[config.mk]
export PLATFORM = sky130hd
export DESIGN_NAME = cpu_status_core_control_regs
export DESIGN_NICKNAME = d
export VERILOG_FILES = /design/src/logic/core_regs_pkg.sv /design/src/logic/alu_flag_calc.sv /design/src/logic/loop_status_track.sv /design/src/logic/cpu_status_core_control_regs.sv
export SDC_FILE = /design/constraint.sdc
export NUM_CORES = 1
export LEC_CHECK = 0
export ABC_CLOCK_PERIOD_IN_PS = 2020
export BUFFER_PORTS_ARGS = -buffer_cell sky130_fd_sc_hd__buf_2
export CAP_MARGIN = 20
export CORE_MARGIN = 4
export CORE_UTILIZATION = 33
export DETAILED_ROUTE_END_ITERATION = 8
export HOLD_SLACK_MARGIN = 0.02
export PLACE_DENSITY = 0.79
export RECOVER_POWER = 50
export SLEW_MARGIN = 20
export SYNTH_ARGS = -nofsm -noshare
export SYNTH_HDL_FRONTEND = slang
export SYNTH_SLANG_ARGS = --single-unit
[constraint.sdc]
create_clock -name clk -period 2.02 [get_ports clk]
set_clock_uncertainty 0.15 [all_clocks]
set_input_delay 0.404 -clock clk [delete_from_list [all_inputs] [get_ports clk]]
set_output_delay 0.404 -clock clk [all_outputs]
set_load 0.01 [all_outputs]
[src/logic/core_regs_pkg.sv]
// core_regs_pkg: bit positions, reset values and encodings for the cpu
// status word and core control word. assumes 16-bit memory-mapped access.
package core_regs_pkg;
   localparam int unsigned WORD_W = 16;

   // =====================================================
   // status word bit positions
   localparam int unsigned ST_WRAP_A   = 15;
   localparam int unsigned ST_WRAP_B   = 14;
   localparam int unsigned ST_CLIP_A   = 13;
   localparam int unsigned ST_CLIP_B   = 12;
   localparam int unsigned ST_ANY_WRAP = 11;
   localparam int unsigned ST_ANY_CLIP = 10;
   localparam int unsigned ST_LOOP     = 9;
   localparam int unsigned ST_HALF_C   = 8;
   localparam int unsigned ST_PRIO_HI  = 7;
   localparam int unsigned ST_PRIO_LO  = 5;
   localparam int unsigned ST_REPEAT   = 4;
   localparam int unsigned ST_NEG      = 3;
   localparam int unsigned ST_SWRAP    = 2;
   localparam int unsigned ST_ZERO     = 1;
   localparam int unsigned ST_CARRY    = 0;

   // =====================================================
   // control word bit positions
   localparam int unsigned CC_VAR_LAT   = 15;
   localparam int unsigned CC_MUL_HI    = 13;
   localparam int unsigned CC_MUL_LO    = 12;
   localparam int unsigned CC_EARLY     = 11;
   localparam int unsigned CC_DEPTH_HI  = 10;
   localparam int unsigned CC_DEPTH_LO  = 8;
   localparam int unsigned CC_CLIP_A    = 7;
   localparam int unsigned CC_CLIP_B    = 6;
   localparam int unsigned CC_CLIP_ST   = 5;
   localparam int unsigned CC_CLIP_W    = 4;
   localparam int unsigned CC_PRIO_MSB  = 3;
   localparam int unsigned CC_FRAME     = 2;
   localparam int unsigned CC_ROUND     = 1;
   localparam int unsigned CC_INT_MUL   = 0;

   // =====================================================
   // reset values
   localparam logic [15:0] STATUS_RESET  = 16'h0000;
   localparam logic [15:0] CONTROL_RESET = 16'h0020;

   // =====================================================
   // encodings
   localparam logic [2:0] PRIO_MASKED = 3'h7;
   localparam logic [1:0] MUL_SIGNED   = 2'h0;
   localparam logic [1:0] MUL_UNSIGNED = 2'h1;
   localparam logic [1:0] MUL_MIXED    = 2'h2;
   localparam logic [1:0] MUL_RESERVED = 2'h3;
endpackage

[src/logic/alu_flag_calc.sv]
// alu_flag_calc: forms the alu result flags from operands and result.
// assumes the alu presents operands, result and carries combinationally.
`timescale 1ns/1ps
`default_nettype none
module alu_flag_calc (
   // operation
   input  wire logic        byte_op,
   input  wire logic [15:0] opnd_a,
   input  wire logic [15:0] opnd_b,
   input  wire logic [15:0] result,
   input  wire logic        carry_out,
   input  wire logic        half_carry_out,
   // flags
   output logic             neg_flag,
   output logic             swrap_flag,
   output logic             zero_result,
   output logic             carry_flag,
   output logic             half_flag
);
   logic sign_a;
   logic sign_b;
   logic sign_r;

   assign sign_a      = byte_op ? opnd_a[7] : opnd_a[15];
   assign sign_b      = byte_op ? opnd_b[7] : opnd_b[15];
   assign sign_r      = byte_op ? result[7] : result[15];
   assign neg_flag    = sign_r;
   // same-sign operands giving a different-sign result
   assign swrap_flag  = (sign_a == sign_b) && (sign_r != sign_a);
   assign zero_result = byte_op ? (result[7:0] == 8'h00)
                                : (result == 16'h0000);
   assign carry_flag  = carry_out;
   // the alu reports carry from bit 3 (byte) or bit 7 (word)
   assign half_flag   = half_carry_out;
endmodule
`default_nettype wire

[src/logic/loop_status_track.sv]
// loop_status_track: tracks do-loop nesting and the early exit request.
// assumes the loop sequencer pulses enter and leave per loop.
`timescale 1ns/1ps
`default_nettype none
module loop_status_track #(
   parameter int unsigned DEPTH_W = 3
) (
   // clock and reset
   input  wire logic               clk,
   input  wire logic               sys_rst,
   // sequencer events
   input  wire logic               loop_enter,
   input  wire logic               loop_leave,
   input  wire logic               iter_end,
   input  wire logic               exit_req,
   // status
   output logic [DEPTH_W-1:0]      depth,
   output logic                    exit_now
);
   logic [DEPTH_W-1:0] depth_reg;
   logic               exit_pend_reg;

   // depth saturates at both ends so a stray pulse cannot wrap it
   always_ff @(posedge clk) begin
      if (sys_rst) begin
         depth_reg <= '0;
      end else if (loop_enter && !loop_leave && depth_reg != '1) begin
         depth_reg <= depth_reg + DEPTH_W'(1);
      end else if (loop_leave && !loop_enter && depth_reg != '0) begin
         depth_reg <= depth_reg - DEPTH_W'(1);
      end
   end

   // a request holds until the current iteration closes
   always_ff @(posedge clk) begin
      if (sys_rst) begin
         exit_pend_reg <= 1'b0;
      end else if (exit_req && depth_reg != '0) begin
         exit_pend_reg <= 1'b1;
      end else if (iter_end || depth_reg == '0) begin
         exit_pend_reg <= 1'b0;
      end
   end

   assign depth    = depth_reg;
   assign exit_now = (exit_pend_reg || exit_req) && iter_end
                     && depth_reg != '0;
endmodule
`default_nettype wire

[src/logic/cpu_status_core_control_regs.sv]
// cpu_status_core_control_regs: status word and core control word.
// assumes software access as 16-bit word strobes decoded by the core,
// and flag events from alu, dsp and interrupt logic on the same clock.
`timescale 1ns/1ps
`default_nettype none
// How it works
// - per-accumulator wrap flag shows current overflow
// - sticky clip flag per accumulator
// - bit 11 ORs wrap flags, clear only
// - bit 10 ORs clip flags, clear only
// - write changes clip flags directly or via bit10
// - bit 9 shows do loop active
// - half carry from bit 3 or 7
// - priority bits 7-5, 111 masks users
// - msb from control bit 3 forms level
// - priority bits read-only when nesting disabled
// - bit 4 shows repeat active
// - negative flag follows result sign
// - signed overflow flag on sign change
// - zero flag sticky, cleared by non-zero
// - carry flag from result msb carry
// - bit 15 variable latency, bit 14 zero
// - multiply sign field decode, 11 reserved
// - early exit ends loop, reads zero
// - bits 10-8 report loop nesting depth
// - bits 7,6 enable accumulator clip, reset 0
// - bit 5 enables store clip, reset 1
// - bit 4 selects 9.31 or 1.31
// - bit 3 set above level 7, clear only
// - bit 2 frame window active, read-only
// - bit 1 selects rounding mode
// - bit 0 selects integer multiply
module cpu_status_core_control_regs (
   // clock and reset
   input  wire logic        clk,
   input  wire logic        sys_rst,
   // software access to the status word
   input  wire logic        status_wr,
   input  wire logic [15:0] status_wdata,
   output logic [15:0]      status_rdata,
   // software access to the control word
   input  wire logic        control_wr,
   input  wire logic [15:0] control_wdata,
   output logic [15:0]      control_rdata,
   // alu result
   input  wire logic        alu_update,
   input  wire logic        alu_byte_op,
   input  wire logic [15:0] alu_opnd_a,
   input  wire logic [15:0] alu_opnd_b,
   input  wire logic [15:0] alu_result,
   input  wire logic        alu_carry_out,
   input  wire logic        alu_half_carry_out,
   // dsp accumulators
   input  wire logic        dsp_acc_a_update,
   input  wire logic        dsp_acc_a_over,
   input  wire logic        dsp_acc_a_sat,
   input  wire logic        dsp_acc_b_update,
   input  wire logic        dsp_acc_b_over,
   input  wire logic        dsp_acc_b_sat,
   // loop sequencer
   input  wire logic        repeat_busy,
   input  wire logic        loop_enter,
   input  wire logic        loop_leave,
   input  wire logic        loop_iter_end,
   input  wire logic        frame_active_in,
   // interrupt logic
   input  wire logic        nesting_disable_ctl,
   input  wire logic        prio_load,
   input  wire logic [3:0]  prio_load_val,
   // decoded controls
   output logic             var_latency_en,
   output logic [1:0]       multiply_sign_mode,
   output logic             mul_mode_reserved,
   output logic             loop_early_exit,
   output logic             clip_enable_acc_a,
   output logic             clip_enable_acc_b,
   output logic             clip_enable_store,
   output logic             clip_width_mode,
   output logic             frame_window_active,
   output logic             round_mode_sel,
   output logic             int_multiply_sel,
   output logic [3:0]       cpu_priority_level,
   output logic             user_irq_masked
);
   // =====================================================
   // state
   logic       acc_a_wrap_flag_reg;
   logic       acc_b_wrap_flag_reg;
   logic       acc_a_clip_sticky_reg;
   logic       acc_b_clip_sticky_reg;
   logic       any_wrap_clr_reg;
   logic       half_carry_flag_reg;
   logic [2:0] prio_reg;
   logic       neg_reg;
   logic       swrap_reg;
   logic       zero_reg;
   logic       carry_reg;
   logic       var_lat_reg;
   logic [1:0] mul_mode_reg;
   logic       clip_a_en_reg;
   logic       clip_b_en_reg;
   logic       clip_st_en_reg;
   logic       clip_w_reg;
   logic       prio_msb_reg;
   logic       round_reg;
   logic       int_mul_reg;

   logic       f_neg;
   logic       f_swrap;
   logic       f_zero;
   logic       f_carry;
   logic       f_half;
   logic [2:0] nest_depth;
   logic       any_wrap;
   logic       any_clip;
   logic       early_req;

   alu_flag_calc i_alu_flag_calc (
      .byte_op        (alu_byte_op),
      .opnd_a         (alu_opnd_a),
      .opnd_b         (alu_opnd_b),
      .result         (alu_result),
      .carry_out      (alu_carry_out),
      .half_carry_out (alu_half_carry_out),
      .neg_flag       (f_neg),
      .swrap_flag     (f_swrap),
      .zero_result    (f_zero),
      .carry_flag     (f_carry),
      .half_flag      (f_half)
   );

   assign early_req = control_wr
                      && control_wdata[core_regs_pkg::CC_EARLY];

   loop_status_track #(
      .DEPTH_W (3)
   ) i_loop_status_track (
      .clk        (clk),
      .sys_rst    (sys_rst),
      .loop_enter (loop_enter),
      .loop_leave (loop_leave),
      .iter_end   (loop_iter_end),
      .exit_req   (early_req),
      .depth      (nest_depth),
      .exit_now   (loop_early_exit)
   );

   // =====================================================
   // accumulator wrap flags: follow the latest dsp result
   always_ff @(posedge clk) begin
      if (sys_rst) begin
         acc_a_wrap_flag_reg <= 1'b0;
         acc_b_wrap_flag_reg <= 1'b0;
      end else begin
         if (dsp_acc_a_update) begin
            acc_a_wrap_flag_reg <= dsp_acc_a_over;
         end else if (status_wr) begin
            acc_a_wrap_flag_reg <=
               status_wdata[core_regs_pkg::ST_WRAP_A];
         end
         if (dsp_acc_b_update) begin
            acc_b_wrap_flag_reg <= dsp_acc_b_over;
         end else if (status_wr) begin
            acc_b_wrap_flag_reg <=
               status_wdata[core_regs_pkg::ST_WRAP_B];
         end
      end
   end

   // software clearing bit 11 masks the combined wrap bit until the
   // next overflow event; the per-accumulator flags take bits 15 and 14 of the write
   always_ff @(posedge clk) begin
      if (sys_rst) begin
         any_wrap_clr_reg <= 1'b0;
      end else if ((dsp_acc_a_update && dsp_acc_a_over)
                   || (dsp_acc_b_update && dsp_acc_b_over)) begin
         any_wrap_clr_reg <= 1'b0;
      end else if (status_wr
                   && !status_wdata[core_regs_pkg::ST_ANY_WRAP]) begin
         any_wrap_clr_reg <= 1'b1;
      end
   end

   // =====================================================
   // sticky clip flags: saturation event wins over any write
   always_ff @(posedge clk) begin
      if (sys_rst) begin
         acc_a_clip_sticky_reg <= 1'b0;
         acc_b_clip_sticky_reg <= 1'b0;
      end else begin
         if (dsp_acc_a_sat) begin
            acc_a_clip_sticky_reg <= 1'b1;
         end else if (status_wr) begin
            acc_a_clip_sticky_reg <=
               status_wdata[core_regs_pkg::ST_CLIP_A]
               && status_wdata[core_regs_pkg::ST_ANY_CLIP];
         end
         if (dsp_acc_b_sat) begin
            acc_b_clip_sticky_reg <= 1'b1;
         end else if (status_wr) begin
            acc_b_clip_sticky_reg <=
               status_wdata[core_regs_pkg::ST_CLIP_B]
               && status_wdata[core_regs_pkg::ST_ANY_CLIP];
         end
      end
   end

   assign any_wrap = (acc_a_wrap_flag_reg || acc_b_wrap_flag_reg)
                     && !any_wrap_clr_reg;
   assign any_clip = acc_a_clip_sticky_reg
                     || acc_b_clip_sticky_reg;

   // =====================================================
   // alu flags: a result update wins over a software write
   always_ff @(posedge clk) begin
      if (sys_rst) begin
         half_carry_flag_reg <= 1'b0;
         neg_reg             <= 1'b0;
         swrap_reg           <= 1'b0;
         carry_reg           <= 1'b0;
      end else if (alu_update) begin
         half_carry_flag_reg <= f_half;
         neg_reg             <= f_neg;
         swrap_reg           <= f_swrap;
         carry_reg           <= f_carry;
      end else if (status_wr) begin
         half_carry_flag_reg <= status_wdata[core_regs_pkg::ST_HALF_C];
         neg_reg             <= status_wdata[core_regs_pkg::ST_NEG];
         swrap_reg           <= status_wdata[core_regs_pkg::ST_SWRAP];
         carry_reg           <= status_wdata[core_regs_pkg::ST_CARRY];
      end
   end

   // zero never sets on a zero result; a non-zero result or a status write of 0 clears it
   always_ff @(posedge clk) begin
      if (sys_rst) begin
         zero_reg <= 1'b0;
      end else if (alu_update) begin
         zero_reg <= zero_reg && f_zero;
      end else if (status_wr) begin
         zero_reg <= status_wdata[core_regs_pkg::ST_ZERO];
      end
   end

   // =====================================================
   // priority level, lower three bits and msb
   always_ff @(posedge clk) begin
      if (sys_rst) begin
         prio_reg <= 3'h0;
      end else if (prio_load) begin
         prio_reg <= prio_load_val[2:0];
      end else if (status_wr && !nesting_disable_ctl) begin
         prio_reg <= status_wdata[core_regs_pkg::ST_PRIO_HI:
                                  core_regs_pkg::ST_PRIO_LO];
      end
   end

   always_ff @(posedge clk) begin
      if (sys_rst) begin
         prio_msb_reg <= 1'b0;
      end else if (prio_load) begin
         prio_msb_reg <= prio_load_val[3];
      end else if (control_wr
                   && !control_wdata[core_regs_pkg::CC_PRIO_MSB]) begin
         prio_msb_reg <= 1'b0;
      end
   end

   assign cpu_priority_level = {prio_msb_reg, prio_reg};
   assign user_irq_masked    = prio_msb_reg
                               || prio_reg == core_regs_pkg::PRIO_MASKED;

   // =====================================================
   // core control writable fields
   localparam logic [15:0] CTL_RST = core_regs_pkg::CONTROL_RESET;
   always_ff @(posedge clk) begin
      if (sys_rst) begin
         var_lat_reg    <= CTL_RST[core_regs_pkg::CC_VAR_LAT];
         mul_mode_reg   <= core_regs_pkg::MUL_SIGNED;
         clip_a_en_reg  <= CTL_RST[core_regs_pkg::CC_CLIP_A];
         clip_b_en_reg  <= CTL_RST[core_regs_pkg::CC_CLIP_B];
         clip_st_en_reg <= CTL_RST[core_regs_pkg::CC_CLIP_ST];
         clip_w_reg     <= CTL_RST[core_regs_pkg::CC_CLIP_W];
         round_reg      <= CTL_RST[core_regs_pkg::CC_ROUND];
         int_mul_reg    <= CTL_RST[core_regs_pkg::CC_INT_MUL];
      end else if (control_wr) begin
         var_lat_reg    <= control_wdata[core_regs_pkg::CC_VAR_LAT];
         mul_mode_reg   <= control_wdata[core_regs_pkg::CC_MUL_HI:
                                         core_regs_pkg::CC_MUL_LO];
         clip_a_en_reg  <= control_wdata[core_regs_pkg::CC_CLIP_A];
         clip_b_en_reg  <= control_wdata[core_regs_pkg::CC_CLIP_B];
         clip_st_en_reg <= control_wdata[core_regs_pkg::CC_CLIP_ST];
         clip_w_reg     <= control_wdata[core_regs_pkg::CC_CLIP_W];
         round_reg      <= control_wdata[core_regs_pkg::CC_ROUND];
         int_mul_reg    <= control_wdata[core_regs_pkg::CC_INT_MUL];
      end
   end

   assign var_latency_en      = var_lat_reg;
   assign multiply_sign_mode  = mul_mode_reg;
   assign mul_mode_reserved   =
      mul_mode_reg == core_regs_pkg::MUL_RESERVED;
   assign clip_enable_acc_a   = clip_a_en_reg;
   assign clip_enable_acc_b   = clip_b_en_reg;
   assign clip_enable_store   = clip_st_en_reg;
   assign clip_width_mode     = clip_w_reg;
   assign frame_window_active = frame_active_in;
   assign round_mode_sel      = round_reg;
   assign int_multiply_sel    = int_mul_reg;

   // =====================================================
   // read views
   always_comb begin
      status_rdata = 16'h0000;
      status_rdata[core_regs_pkg::ST_WRAP_A]   = acc_a_wrap_flag_reg;
      status_rdata[core_regs_pkg::ST_WRAP_B]   = acc_b_wrap_flag_reg;
      status_rdata[core_regs_pkg::ST_CLIP_A]   = acc_a_clip_sticky_reg;
      status_rdata[core_regs_pkg::ST_CLIP_B]   = acc_b_clip_sticky_reg;
      status_rdata[core_regs_pkg::ST_ANY_WRAP] = any_wrap;
      status_rdata[core_regs_pkg::ST_ANY_CLIP] = any_clip;
      status_rdata[core_regs_pkg::ST_LOOP]     = nest_depth != 3'h0;
      status_rdata[core_regs_pkg::ST_HALF_C]   = half_carry_flag_reg;
      status_rdata[core_regs_pkg::ST_PRIO_HI:
                   core_regs_pkg::ST_PRIO_LO]  = prio_reg;
      status_rdata[core_regs_pkg::ST_REPEAT]   = repeat_busy;
      status_rdata[core_regs_pkg::ST_NEG]      = neg_reg;
      status_rdata[core_regs_pkg::ST_SWRAP]    = swrap_reg;
      status_rdata[core_regs_pkg::ST_ZERO]     = zero_reg;
      status_rdata[core_regs_pkg::ST_CARRY]    = carry_reg;
   end

   // bit 14 and the early exit bit always read zero
   always_comb begin
      control_rdata = 16'h0000;
      control_rdata[core_regs_pkg::CC_VAR_LAT]  = var_lat_reg;
      control_rdata[core_regs_pkg::CC_MUL_HI:
                    core_regs_pkg::CC_MUL_LO]   = mul_mode_reg;
      control_rdata[core_regs_pkg::CC_DEPTH_HI:
                    core_regs_pkg::CC_DEPTH_LO] = nest_depth;
      control_rdata[core_regs_pkg::CC_CLIP_A]   = clip_a_en_reg;
      control_rdata[core_regs_pkg::CC_CLIP_B]   = clip_b_en_reg;
      control_rdata[core_regs_pkg::CC_CLIP_ST]  = clip_st_en_reg;
      control_rdata[core_regs_pkg::CC_CLIP_W]   = clip_w_reg;
      control_rdata[core_regs_pkg::CC_PRIO_MSB] = prio_msb_reg;
      control_rdata[core_regs_pkg::CC_FRAME]    = frame_active_in;
      control_rdata[core_regs_pkg::CC_ROUND]    = round_reg;
      control_rdata[core_regs_pkg::CC_INT_MUL]  = int_mul_reg;
   end
endmodule
`default_nettype wire

Yosys cells after proc, flatten, opt, wreduce, memory -nomap -nowiden
Cells that the tools add are included.

Flip-flop bits (word level): 27. Input bits: 105. Output and inout bits: 49. Logic and storage cells: 103.

Add/sub/neg operators: 2. Equality and inequality tests: 5. Muxes and demuxes: 30. Reductions and logical operators: 44.

Operator list (count): two-way mux 1 bit (26); logical AND 1 bit (18); nonzero test 2 bit (9); logical NOT 16 bit (1); two-way mux 3 bit (4); logical NOT 8 bit (1); logical NOT 1 bit (6); logical OR 1 bit (6); adder 3 x 1 -> 3 bit (second input constant) (1); equality test 3 bit (second input constant) (1); logical NOT 3 bit (1); inequality test 3 bit (second input constant) (1); nonzero test 3 bit (1); subtractor 3 x 1 -> 3 bit (second input constant) (1); equality test 2 bit (second input constant) (1); OR reduction 2 bit (1); equality test 1 bit (1); inequality test 1 bit (1).

Logic depth before layout (Yosys ltp)
Gate-level depths: netlist of run 1.

Word-level depth: 5. Gate-level depth with buffers: 8. Gate-level depth less buffers: 7.

Hierarchy
From an unflattened synthesis of run 1, not the netlist that was laid out.

Cells, all modules: 199. Area, all modules: 1669.1 um^2.

By module, submodules not included: cpu_status_core_control_regs (instances 1, cells an instance 142, area an instance 1255.0 um^2, sequential area each 460.4 um^2); loop_status_track (instances 1, cells an instance 40, area an instance 294.0 um^2, sequential area each 80.1 um^2); alu_flag_calc (instances 1, cells an instance 17, area an instance 120.1 um^2, sequential area each 0.0 um^2).

Worst setup path after synthesis of run 1
Ideal clock, no wire load.

Path kind: input-to-reg. From: in loop_enter. To: reg i_loop_status_track.depth_reg[1] (netlist: i_loop_status_track.depth[1]). Setup time: 58 ps. Arrival time: 2021 ps. Required time: 1812 ps. Setup slack: -209 ps. Stages on the path: 8. Path buffers: 1. Cell sequence: buf_2 > nor2b_1 > nand2_1 > fa_1 > o21a_1 > nor2_1 > a2111oi_2 > o21a_1.

Word-level cells in the longest chain between the ends: 4. Elaborated cells on any way between the ends: 7. Classes of those cells: mux (1); reduce/logical (6).

Ends and longest elaborated chain: start, declared (RTL line cpu_status_core_control_regs.sv:62) `input wire logic loop_enter,`; logical NOT 1 bit (RTL line loop_status_track.sv:29) `end else if (loop_leave && !loop_enter && depth_reg != '0) begin`; logical AND 1 bit (2 in series) (RTL line loop_status_track.sv:29); nonzero test 2 bit (no line); end signal, assigned (RTL line loop_status_track.sv:28) `depth_reg <= depth_reg + DEPTH_W'(1);`; end signal, assigned (RTL line loop_status_track.sv:30) `depth_reg <= depth_reg - DEPTH_W'(1);`; end, declared (RTL line loop_status_track.sv:20) `logic [DEPTH_W-1:0] depth_reg;`.

Several ways; a longest one is shown, not always the timed one. A chain may end at the register's enable or synchronous reset.

Final worst setup path of run 1
From: reg i_loop_status_track.depth_reg[1] (netlist: i_loop_status_track.depth[1]). To: reg i_loop_status_track.depth_reg[1] (netlist: i_loop_status_track.depth[1]).

Word-level cells in the longest chain between the ends: 3. Elaborated cells on any way between the ends: 9. Classes of those cells: add/sub (2); eq/ne (1); mux (2); reduce/logical (4).

Ends and longest elaborated chain (RTL line): subtractor 3 x 1 -> 3 bit (tied with other cells) (loop_status_track.sv:30); two-way mux 3 bit (tied with other cells) (loop_status_track.sv:29); two-way mux 3 bit or nonzero test 2 bit (tied branches).

Several ways; a longest one is shown, not always the timed one. The select of a mux whose other input is x is not followed.

==> results of run 1 <==
path summary, 6_finish.rpt:
| kind | start | end | cells past startpoint |
|---|---|---|---|
| setup reg to reg | i_loop_status_track.depth[1] | i_loop_status_track.depth[1] | 6 |
| setup / recovery | i_loop_status_track.depth[1] | i_loop_status_track.depth[1] | 6 |
| hold reg to reg | any_wrap_clr_reg | any_wrap_clr_reg | 2 |
| hold / removal | control_wdata[5] | clip_enable_store | 2 |
through the flow:
step                instance area (um2)  hold WS (ns)  total power, W
CTS                                2090         0.174         0.00131
finish                             2080         0.185         0.00128
detailed placement                 2040         0.353        0.000995
global route                       2080         0.179         0.00138
global placement                   2040         0.316        0.000985
floorplan                          1630         0.302        0.000875
cell families after synthesis:
logic type | count (synthesis) | synth area share (%)
multiplexers | 19 | 12.0
AND/OR/NAND/NOR | 64 | 19.7
buffers and inverters | 44 | 17.6
adder cells (fa/ha/maj) | 1 | 1.24
AO/OA/AOI/OAI | 37 | 15.6
flip-flops | 27 | 33.6
other | 1 | 0.233
synthesized netlist by cell type, drive strengths merged (4+ instances only):
library cell   n  share of area (%)
o21ai          4                1.2
dfxtp         27                 34
clkbuf         4               0.93
nand2b         4                1.6
nand3          5                1.6
a211oi         4                1.9
nor3           7                2.2
nor2          29                6.8
nor2b          5                1.9
inv            5                1.2
buf           35                 16
mux2i         16                9.9
a21oi         14                4.4
where the power goes:
part           switching, W  leakage, nW  internal [W]  total (W)
registers         0.0000287        0.224      0.000570   0.000599
logic              0.000193        0.808      0.000184   0.000377
clock network      0.000171       0.0255      0.000138   0.000309
routing by layer:
layer / GRT usage (%) / share of wire [%] / vias up / routed length, um
met5: 0 / 0 / - / 0
met4: 3.38 / 0.34 / 0 / 14
met3: 2.90 / 6.7 / 2 / 280
met2: 24.7 / 51 / 51 / 2110
met1: 16.4 / 42 / 706 / 1760
li1: - / - / 809 / -
worst reg2reg max path, delay by kind of cell, from the launching register on:
family	cells	cell delay, ns
AO/OA/AOI/OAI	3	0.62
AND/OR/NAND/NOR	2	0.16
adder cells (fa/ha/maj)	1	0.56
flip-flops	1	0.34
area by class of cell:
| type | instances | area (um2) | share of cell area, % |
|---|---|---|---|
| multi-input combinational | 123 | 800 | 38.5 |
| timing repair buffer | 117 | 588 | 28.3 |
| sequential | 27 | 542 | 26.1 |
| tap | 67 | 83.8 | 4.03 |
| clock buffer | 3 | 41.3 | 1.99 |
| inverter | 5 | 18.8 | 0.903 |
| clock inverter | 1 | 5.00 | 0.241 |
==> flow_results.xml, run 1 <==
<?xml version="1.0" encoding="UTF-8"?>
<metrics>
  <group name="final_layout">
    <metric name="layout.cells.most_common_list" unit="">sky130_fd_sc_hd__buf_2, sky130_fd_sc_hd__nor2_1, sky130_fd_sc_hd__dfxtp_1</metric>
    <metric name="layout-drive-gt1-share" unit="%">43.8</metric>
    <metric name="final_core_utilization" unit="%">44.0</metric>
    <metric name="antenna-diode-count" unit="">0</metric>
    <metric name="finalNonFillerCells" unit="">343</metric>
    <metric name="relative_area_change_from_synthesis_to_final_layout" unit="%">29.1</metric>
    <metric name="mostFrequentLayoutCell" unit="">sky130_fd_sc_hd__buf_2</metric>
    <metric name="nFillCells" unit="">486</metric>
    <metric name="num-nets-final" unit="">383</metric>
  </group>
  <group name="clocking">
    <metric name="cts_hold_buffers" unit="">0</metric>
    <metric name="clk-insertion-delay-late" unit="ns">0.27</metric>
    <metric name="cts_num_sinks" unit="">27</metric>
    <metric name="postCtsResizedCells" unit="">0</metric>
    <metric name="post_cts_setup_repair_buffer_count" unit="">0</metric>
    <metric name="cts_tree" unit="">built</metric>
    <metric name="clock_tree.buffer_depth" unit="">2</metric>
    <metric name="ctsHtreeMaxLevel" unit="">1</metric>
    <metric name="clkSlewWorstSetupHoldPaths" unit="ns">0.10</metric>
    <metric name="cts_made_buffers" unit="">3</metric>
    <metric name="cts-root-buf" unit="">sky130_fd_sc_hd__clkbuf_8</metric>
  </group>
  <group name="power">
    <metric name="power.density_cell_area" unit="mW/mm2">618</metric>
    <metric name="vdd.ir_drop.worst" unit="uV">291</metric>
    <metric name="p_leak" unit="nW">1.06</metric>
  </group>
  <group name="routing">
    <metric name="drt.antenna.violating_nets" unit="">0</metric>
    <metric name="totalWireLength" unit="um">4170</metric>
    <metric name="detailedRoute.firstIterationViolations" unit="">39</metric>
    <metric name="drt-vias-per-instance" unit="">4.57</metric>
    <metric name="wl_per_cell" unit="um">12.1</metric>
    <metric name="drcViolationCount" unit="">0</metric>
    <metric name="vias" unit="">1568</metric>
    <metric name="drt-pass1-iter-count" unit="">4</metric>
  </group>
  <group name="timing">
    <metric name="timing.final.crit_share" unit="%">93.5</metric>
    <metric name="finalHoldViolCount" unit="">0</metric>
    <metric name="period_needed" unit="ns">1.89</metric>
    <metric name="post_route_setup_tns" unit="ns">0</metric>
    <metric name="max-slew-margin-rel" unit="%">53.3</metric>
    <metric name="setup_slack" unit="ns">0.131</metric>
    <metric name="max_freq" unit="GHz">0.530</metric>
    <metric name="setup_viol" unit="">0</metric>
    <metric name="least_margin_pin_slew" unit="ns">0.700</metric>
    <metric name="rsz0062_at_grt" unit="">true</metric>
    <metric name="timing.final.max_slew_violations" unit="">0</metric>
  </group>
  <group name="worst_setup_path">
    <metric name="timing.setup.critical_path_class" unit="">register to register</metric>
    <metric name="cpLargestDelayFamily" unit="">compound AO/OA/AOI/OAI gates</metric>
    <metric name="cp_data_arrival_time" unit="ns">1.96</metric>
    <metric name="r2r_slack" unit="ns">0.13</metric>
    <metric name="worst_setup_path_start_kind" unit="">register</metric>
    <metric name="worst_path_slowest_cell" unit="">sky130_fd_sc_hd__fa_1</metric>
    <metric name="worstSetupEndpointType" unit="">register</metric>
    <metric name="worstPathRequired" unit="ns">2.09</metric>
    <metric name="path_cells" unit="">nand3_1 -&gt; nand2_2 -&gt; fa_1 -&gt; o31ai_1 -&gt; a2111oi_2 -&gt; o21a_1</metric>
    <metric name="critical_path.n_buffers_inverters" unit="">0</metric>
    <metric name="crit_fanout" unit="">4</metric>
    <metric name="timing.critical_path.slowest_cell_delay" unit="ns">0.56</metric>
  </group>
  <group name="synth">
    <metric name="yosys_register_bits" unit="">27</metric>
    <metric name="average_cell_area_after_synthesis" unit="um2">8.34</metric>
    <metric name="yosys_warnings" unit="">0</metric>
    <metric name="ys_seq_area_share" unit="%">33.6</metric>
    <metric name="post_synth_edffs" unit="">0</metric>
    <metric name="async_sr_flop_fraction" unit="%">0</metric>
    <metric name="syn_area" unit="mm2">0.00161</metric>
    <metric name="syn-instance-count" unit="">193</metric>
    <metric name="synth_top_flop_cell" unit="">sky130_fd_sc_hd__dfxtp_1</metric>
    <metric name="yosysUniqueCellTypes" unit="">36</metric>
  </group>
  <group name="grt">
    <metric name="maximum_number_of_pins_on_one_net_before_global_route_repair" unit="">28</metric>
    <metric name="overflow_left_after_global_routing" unit="">0</metric>
    <metric name="number_of_global_route_vias_before_repair" unit="">1541</metric>
    <metric name="total_routing_usage_reported_by_global_routing" unit="%">13.7</metric>
    <metric name="grt_pass1_wl" unit="um">6910</metric>
    <metric name="antenna_violations_before_repair" unit="">0</metric>
  </group>
  <group name="placed_design">
    <metric name="place_ws" unit="ns">-0.0878</metric>
    <metric name="gp_routability_congestion" unit="">0.855</metric>
    <metric name="placedCellCount" unit="">339</metric>
    <metric name="port_buffers" unit="">111</metric>
    <metric name="dp_hpwl" unit="um">3400</metric>
  </group>
  <group name="floorplanning">
    <metric name="floorplan.core_area" unit="mm2">0.00472</metric>
    <metric name="die_y" unit="um">77.9</metric>
    <metric name="fp.dieW" unit="um">77.9</metric>
    <metric name="core.rowCount" unit="">25</metric>
    <metric name="io-pin-count" unit="">154</metric>
    <metric name="die_outline_area" unit="mm2">0.00606</metric>
    <metric name="initial_utilization" unit="%">34.1</metric>
  </group>
  <group name="outcome">
    <metric name="outcome" unit="">finished clean</metric>
  </group>
  <group name="job">
    <metric name="max_cap_viol_count" unit="">0</metric>
  </group>
  <group name="min_path">
    <metric name="holdCritPathClass" unit="">primary input to register</metric>
  </group>
</metrics>
Note: power is estimated with default switching activity, not from simulation.
==> run 2: changes to the inputs <==
CELL_PAD_IN_SITES_DETAIL_PLACEMENT = 1   (was not set)
CELL_PAD_IN_SITES_GLOBAL_PLACEMENT = 2   (was not set)
CORE_UTILIZATION = 16   (was 33)
==> flow_results.xml, run 2 (synthesis gave the netlist of run 1 again) <==
<?xml version="1.0" encoding="UTF-8"?>
<metrics>
  <group name="outcome">
    <metric name="outcome" unit="">finished clean</metric>
  </group>
  <group name="worst_setup_path">
    <metric name="worstSetupEndpointType" unit="">register</metric>
    <metric name="cp_data_arrival_time" unit="ns">2.01</metric>
    <metric name="crit_fanout" unit="">4</metric>
    <metric name="timing.setup.critical_path_class" unit="">register to register</metric>
    <metric name="timing.critical_path.slowest_cell_delay" unit="ns">0.59</metric>
    <metric name="worst_setup_path_start_kind" unit="">register</metric>
    <metric name="reg2regPathDepth" unit="">7</metric>
    <metric name="worst_path_slowest_cell" unit="">sky130_fd_sc_hd__fa_2</metric>
    <metric name="path_cells" unit="">nand3_2 -&gt; nand2_2 -&gt; fa_2 -&gt; o21a_1 -&gt; nor2_2 -&gt; a2111oi_4 -&gt; o21a_1</metric>
    <metric name="cpMostUsedCell" unit="">sky130_fd_sc_hd__o21a_1</metric>
    <metric name="worstPathRequired" unit="ns">2.10</metric>
  </group>
  <group name="final_layout">
    <metric name="layout.cell_area.non_filler" unit="mm2">0.00223</metric>
    <metric name="num-nets-final" unit="">386</metric>
    <metric name="relative_area_change_from_synthesis_to_final_layout" unit="%">38.3</metric>
    <metric name="nFillCells" unit="">1223</metric>
    <metric name="antenna-diode-count" unit="">0</metric>
    <metric name="mostFrequentLayoutCell" unit="">sky130_fd_sc_hd__buf_2</metric>
    <metric name="finalNonFillerCells" unit="">412</metric>
    <metric name="layout.cells.most_common_list" unit="">sky130_fd_sc_hd__buf_2, sky130_fd_sc_hd__nor2_1, sky130_fd_sc_hd__dfxtp_1</metric>
    <metric name="layout-drive-gt1-share" unit="%">49.1</metric>
  </group>
  <group name="timing">
    <metric name="post_route_setup_tns" unit="ns">0</metric>
    <metric name="least_margin_pin_slew" unit="ns">0.759</metric>
    <metric name="finalHoldViolCount" unit="">0</metric>
    <metric name="timing.final.max_slew_violations" unit="">0</metric>
    <metric name="setup_viol" unit="">0</metric>
    <metric name="max_freq" unit="GHz">0.518</metric>
    <metric name="rsz0062_at_grt" unit="">true</metric>
    <metric name="max-slew-margin-rel" unit="%">49.4</metric>
    <metric name="setup_slack" unit="ns">0.0911</metric>
    <metric name="period_needed" unit="ns">1.93</metric>
    <metric name="timing.final.crit_share" unit="%">95.5</metric>
  </group>
  <group name="power">
    <metric name="totalPowerFinal" unit="W">0.00135</metric>
    <metric name="power.density_cell_area" unit="mW/mm2">608</metric>
    <metric name="p_leak" unit="nW">1.10</metric>
    <metric name="vdd.ir_drop.worst" unit="uV">202</metric>
  </group>
  <group name="routing">
    <metric name="drt.antenna.violating_nets" unit="">0</metric>
    <metric name="drt-vias-per-instance" unit="">3.92</metric>
    <metric name="detailedRoute.firstIterationViolations" unit="">38</metric>
    <metric name="vias" unit="">1617</metric>
    <metric name="wl_per_cell" unit="um">12.4</metric>
    <metric name="drcViolationCount" unit="">0</metric>
    <metric name="drt-pass1-iter-count" unit="">4</metric>
    <metric name="totalWireLength" unit="um">5120</metric>
  </group>
  <group name="job">
    <metric name="max_cap_viol_count" unit="">0</metric>
  </group>
  <group name="floorplanning">
    <metric name="fp.dieW" unit="um">108</metric>
    <metric name="io-pin-count" unit="">154</metric>
    <metric name="die_y" unit="um">108</metric>
    <metric name="initial_utilization" unit="%">16.5</metric>
    <metric name="core.rowCount" unit="">36</metric>
    <metric name="die_outline_area" unit="mm2">0.0117</metric>
    <metric name="floorplan.core_area" unit="mm2">0.00977</metric>
  </group>
  <group name="min_path">
    <metric name="timing.hold.worst_path_depth" unit="">2</metric>
    <metric name="holdCritPathClass" unit="">primary input to register</metric>
  </group>
  <group name="grt">
    <metric name="antenna_violations_before_repair" unit="">0</metric>
    <metric name="number_of_global_route_vias_before_repair" unit="">1620</metric>
    <metric name="total_routing_usage_reported_by_global_routing" unit="%">8.13</metric>
    <metric name="grt_pass1_wl" unit="um">7630</metric>
    <metric name="maximum_number_of_pins_on_one_net_before_global_route_repair" unit="">28</metric>
    <metric name="overflow_left_after_global_routing" unit="">0</metric>
  </group>
  <group name="placed_design">
    <metric name="place_ws" unit="ns">-0.124</metric>
    <metric name="gp_routability_congestion" unit="">0.722</metric>
    <metric name="dpl_cell_area" unit="mm2">0.00213</metric>
    <metric name="dp_hpwl" unit="um">4050</metric>
    <metric name="placedCellCount" unit="">406</metric>
    <metric name="port_buffers" unit="">111</metric>
  </group>
  <group name="clocking">
    <metric name="cts-root-buf" unit="">sky130_fd_sc_hd__clkbuf_8</metric>
    <metric name="ctsHtreeMaxLevel" unit="">1</metric>
    <metric name="clock_tree.buffer_depth" unit="">2</metric>
    <metric name="cts_num_sinks" unit="">27</metric>
    <metric name="cts_made_buffers" unit="">3</metric>
    <metric name="clk-insertion-delay-late" unit="ns">0.28</metric>
    <metric name="cts_tree" unit="">built</metric>
    <metric name="clkSlewWorstSetupHoldPaths" unit="ns">0.11</metric>
  </group>
</metrics>
[run 2: cell count changes in the layout (fill, tap and decap cells not counted), sizes merged]
cell / change
buf: +12
clkbuf: -9
clkinv: -1
clkinvlp: +1
[run 2: critical path: cells and delay by family, from the launching register on]
kind            cells  cell delay (ns)
flops               1             0.37
compound gates      3             0.60
fa+ha+maj           1             0.59
simple gates        3             0.17
[run 2: timing repair]
item,CTS,global route
resized for setup,0,7
setup buffers,0,2
setup endpoints to repair,0,3
hold buffers,0,0
[run 2: final cells by class]
class                   count  area (um2)  share of cell area [%]
clock buffers               3        41.3                    1.85
clock inverters             1        7.51                   0.337
inverters                   5        18.8                   0.843
multi-input cells         123         827                    37.1
flip-flops and latches     27         544                    24.4
well taps                 133         166                    7.47
repair buffers            120         622                    27.9
[run 2: report_power, final]
group / internal, W / switching [W] / leakage [nW] / total (W)
Combinational: 0.000206 / 0.000210 / 0.854 / 0.000416
Sequential: 0.000570 / 0.0000276 / 0.224 / 0.000598
Clock: 0.000141 / 0.000199 / 0.0217 / 0.000340
[run 2: metal layers]
metal	share of wire, %	up-vias	global-route usage, %
met5	0	-	0
met4	0.80	0	2.71
met3	4.9	2	0.896
met2	53	47	15.2
met1	41	762	9.61
li1	-	806	-
[run 2: final timing paths]
path	from	end	slack, ns
min	control_wdata[5]	clip_enable_store	0.17
min reg2reg	any_wrap_clr_reg	any_wrap_clr_reg	0.36
max reg2reg	i_loop_status_track.depth[0]	i_loop_status_track.depth[1]	0.09
max	i_loop_status_track.depth[0]	i_loop_status_track.depth[1]	0.09
[run 2: through the flow]
stage,hold slack (ns),utilization [%]
4_1_cts,0.157,22.3
2_1_floorplan,0.302,-
3_5_place_dp,0.341,21.8
5_1_grt,0.157,22.8
3_3_place_gp,0.322,21.8
6_report,0.172,22.8
==> run 3: changes to the inputs <==
BUFFER_PORTS_ARGS = -buffer_cell sky130_fd_sc_hd__buf_4   (was -buffer_cell sky130_fd_sc_hd__buf_2)
CTS_BUF_LIST = sky130_fd_sc_hd__clkbuf_8   (was not set)
==> flow_results.xml, run 3 (synthesis gave the netlist of run 1 again) <==
<?xml version="1.0" encoding="UTF-8"?>
<metrics>
  <group name="final_layout">
    <metric name="antenna-diode-count" unit="">0</metric>
    <metric name="layout.cells.most_common_list" unit="">sky130_fd_sc_hd__buf_4, sky130_fd_sc_hd__nor2_1, sky130_fd_sc_hd__dfxtp_1</metric>
    <metric name="final_core_utilization" unit="%">25.6</metric>
    <metric name="num-nets-final" unit="">386</metric>
    <metric name="layout.cell_area.non_filler" unit="mm2">0.00250</metric>
    <metric name="layout-drive-gt1-share" unit="%">49.5</metric>
    <metric name="mostFrequentLayoutCell" unit="">sky130_fd_sc_hd__buf_4</metric>
    <metric name="relative_area_change_from_synthesis_to_final_layout" unit="%">55.5</metric>
    <metric name="nFillCells" unit="">1211</metric>
  </group>
  <group name="timing">
    <metric name="timing.final.crit_share" unit="%">98.8</metric>
    <metric name="finalHoldViolCount" unit="">0</metric>
    <metric name="period_needed" unit="ns">2.00</metric>
    <metric name="max-slew-margin-rel" unit="%">46.9</metric>
    <metric name="setup_viol" unit="">0</metric>
    <metric name="max_freq" unit="GHz">0.501</metric>
    <metric name="timing.final.max_slew_violations" unit="">0</metric>
    <metric name="least_margin_pin_slew" unit="ns">0.797</metric>
    <metric name="post_route_setup_tns" unit="ns">0</metric>
    <metric name="rsz0062_at_grt" unit="">true</metric>
  </group>
  <group name="min_path">
    <metric name="timing.hold.worst_path_depth" unit="">2</metric>
    <metric name="holdCritPathClass" unit="">primary input to register</metric>
    <metric name="hold-path-endpoint" unit="">clip_enable_store</metric>
    <metric name="hold_path_startpoint" unit="">control_wdata[5]</metric>
  </group>
  <group name="placed_design">
    <metric name="dpl_cell_area" unit="mm2">0.00241</metric>
    <metric name="dp_hpwl" unit="um">4300</metric>
    <metric name="port_buffers" unit="">111</metric>
    <metric name="gp_routability_congestion" unit="">0.696</metric>
  </group>
  <group name="routing">
    <metric name="totalWireLength" unit="um">5390</metric>
    <metric name="drt.antenna.violating_nets" unit="">0</metric>
    <metric name="vias" unit="">1637</metric>
    <metric name="drt-pass1-iter-count" unit="">4</metric>
    <metric name="detailedRoute.firstIterationViolations" unit="">28</metric>
    <metric name="drcViolationCount" unit="">0</metric>
    <metric name="drt-vias-per-instance" unit="">3.97</metric>
    <metric name="wl_per_cell" unit="um">13.1</metric>
  </group>
  <group name="job">
    <metric name="max_cap_viol_count" unit="">0</metric>
  </group>
  <group name="floorplanning">
    <metric name="floorplan.core_area" unit="mm2">0.00977</metric>
    <metric name="die_y" unit="um">108</metric>
    <metric name="initial_utilization" unit="%">16.5</metric>
    <metric name="io-pin-count" unit="">154</metric>
    <metric name="die_outline_area" unit="mm2">0.0117</metric>
    <metric name="fp.dieW" unit="um">108</metric>
    <metric name="core.rowCount" unit="">36</metric>
  </group>
  <group name="clocking">
    <metric name="cts_tree" unit="">built</metric>
    <metric name="cts_made_buffers" unit="">3</metric>
    <metric name="cts_hold_buffers" unit="">0</metric>
    <metric name="ctsHtreeMaxLevel" unit="">1</metric>
    <metric name="cts-root-buf" unit="">sky130_fd_sc_hd__clkbuf_8</metric>
    <metric name="clk-insertion-delay-late" unit="ns">0.28</metric>
    <metric name="clkSlewWorstSetupHoldPaths" unit="ns">0.11</metric>
    <metric name="cts_num_sinks" unit="">27</metric>
    <metric name="clock_tree.buffer_depth" unit="">2</metric>
  </group>
  <group name="worst_setup_path">
    <metric name="r2r_slack" unit="ns">0.02</metric>
    <metric name="timing.setup.critical_path_class" unit="">register to register</metric>
    <metric name="reg2regPathDepth" unit="">7</metric>
    <metric name="crit_fanout" unit="">4</metric>
    <metric name="cp_data_arrival_time" unit="ns">2.07</metric>
    <metric name="worstSetupEndpointType" unit="">register</metric>
    <metric name="worstReg2RegStart" unit="">i_loop_status_track.depth[0]</metric>
    <metric name="crit-reg2reg-capture" unit="">i_loop_status_track.depth[1]</metric>
    <metric name="worst_setup_path_start_kind" unit="">register</metric>
    <metric name="worstPathRequired" unit="ns">2.10</metric>
  </group>
  <group name="outcome">
    <metric name="outcome" unit="">finished clean</metric>
  </group>
  <group name="power">
    <metric name="vdd.ir_drop.worst" unit="uV">204</metric>
    <metric name="power.density_cell_area" unit="mW/mm2">571</metric>
    <metric name="p_leak" unit="nW">1.17</metric>
  </group>
  <group name="grt">
    <metric name="grt_pass1_wl" unit="um">8280</metric>
    <metric name="overflow_left_after_global_routing" unit="">0</metric>
    <metric name="maximum_number_of_pins_on_one_net_before_global_route_repair" unit="">28</metric>
    <metric name="total_routing_usage_reported_by_global_routing" unit="%">8.81</metric>
    <metric name="number_of_global_route_vias_before_repair" unit="">1693</metric>
    <metric name="antenna_violations_before_repair" unit="">0</metric>
  </group>
</metrics>
-- run 3: changes by cell type in the layout (fill, tap and decap cells not counted) --
cell | previous run | this run
sky130_fd_sc_hd__buf_2 | 110 | 0
sky130_fd_sc_hd__dfxtp_1 | 26 | 25
sky130_fd_sc_hd__dfxtp_2 | 0 | 1
sky130_fd_sc_hd__buf_4 | 9 | 119
-- run 3: area by class of cell --
class                   instances  area, um2  share of cell area, %
repair buffers                120        897                   35.8
multi-input cells             123        827                   33.0
flip-flops and latches         27        546                   21.8
well taps                     133        166                   6.65
clock buffers                   3       41.3                   1.65
inverters                       5       18.8                  0.750
clock inverters                 1       7.51                  0.300
-- run 3: repair_timing --
| action | in CTS | in global routing |
|---|---|---|
| hold endpoints to repair | 0 | 0 |
| buffers inserted | 0 | 2 |
| endpoints found under the setup margin | 0 | 3 |
| resized for setup | 0 | 8 |
-- run 3: worst max path at each step --
stage	startpoint	endpoint	slack, ns
after floorplan	loop_enter	i_loop_status_track.depth[1]	-0.04
after global placement	loop_leave	i_loop_status_track.depth[1]	-0.10
after detailed placement	loop_leave	i_loop_status_track.depth[1]	-0.18
after CTS	i_loop_status_track.depth[0]	i_loop_status_track.depth[1]	0.03
after global routing	i_loop_status_track.depth[0]	i_loop_status_track.depth[1]	-0.06
final	i_loop_status_track.depth[0]	i_loop_status_track.depth[1]	0.02
-- run 3: through the flow --
stage               std cells  power (W)  hold WS [ns]  setup slack (ns)
floorplan                 194   0.000875         0.302           -0.0449
global placement          406    0.00107         0.321            -0.102
detailed placement        406    0.00108         0.331            -0.177
CTS                       410    0.00146         0.160            0.0300
global route              412    0.00155         0.170           -0.0626
finish                    412    0.00143         0.181            0.0238
-- run 3: power breakdown --
group	switching (W)	internal, W	leakage, nW
Sequential	0.0000299	0.000571	0.224
Combinational	0.000217	0.000276	0.924
Clock	0.000196	0.000140	0.0217
-- run 3: critical path, stage by stage, from the launching register on --
cell and delay, ns:
sky130_fd_sc_hd__dfxtp_4 0.37, sky130_fd_sc_hd__nand3_2 0.06, sky130_fd_sc_hd__nand2_2 0.06, sky130_fd_sc_hd__fa_2 0.60
sky130_fd_sc_hd__o21a_1 0.15, sky130_fd_sc_hd__nor2_2 0.06, sky130_fd_sc_hd__a2111oi_4 0.33, sky130_fd_sc_hd__o21a_1 0.16
-- run 3: routing by layer --
layer,vias to the layer above,global-route usage [%],share of wire [%]
met5,-,0,0
met4,0,2.71,0.82
met3,2,1.37,5.5
met2,45,16.7,54
met1,776,10.1,40
li1,814,-,-
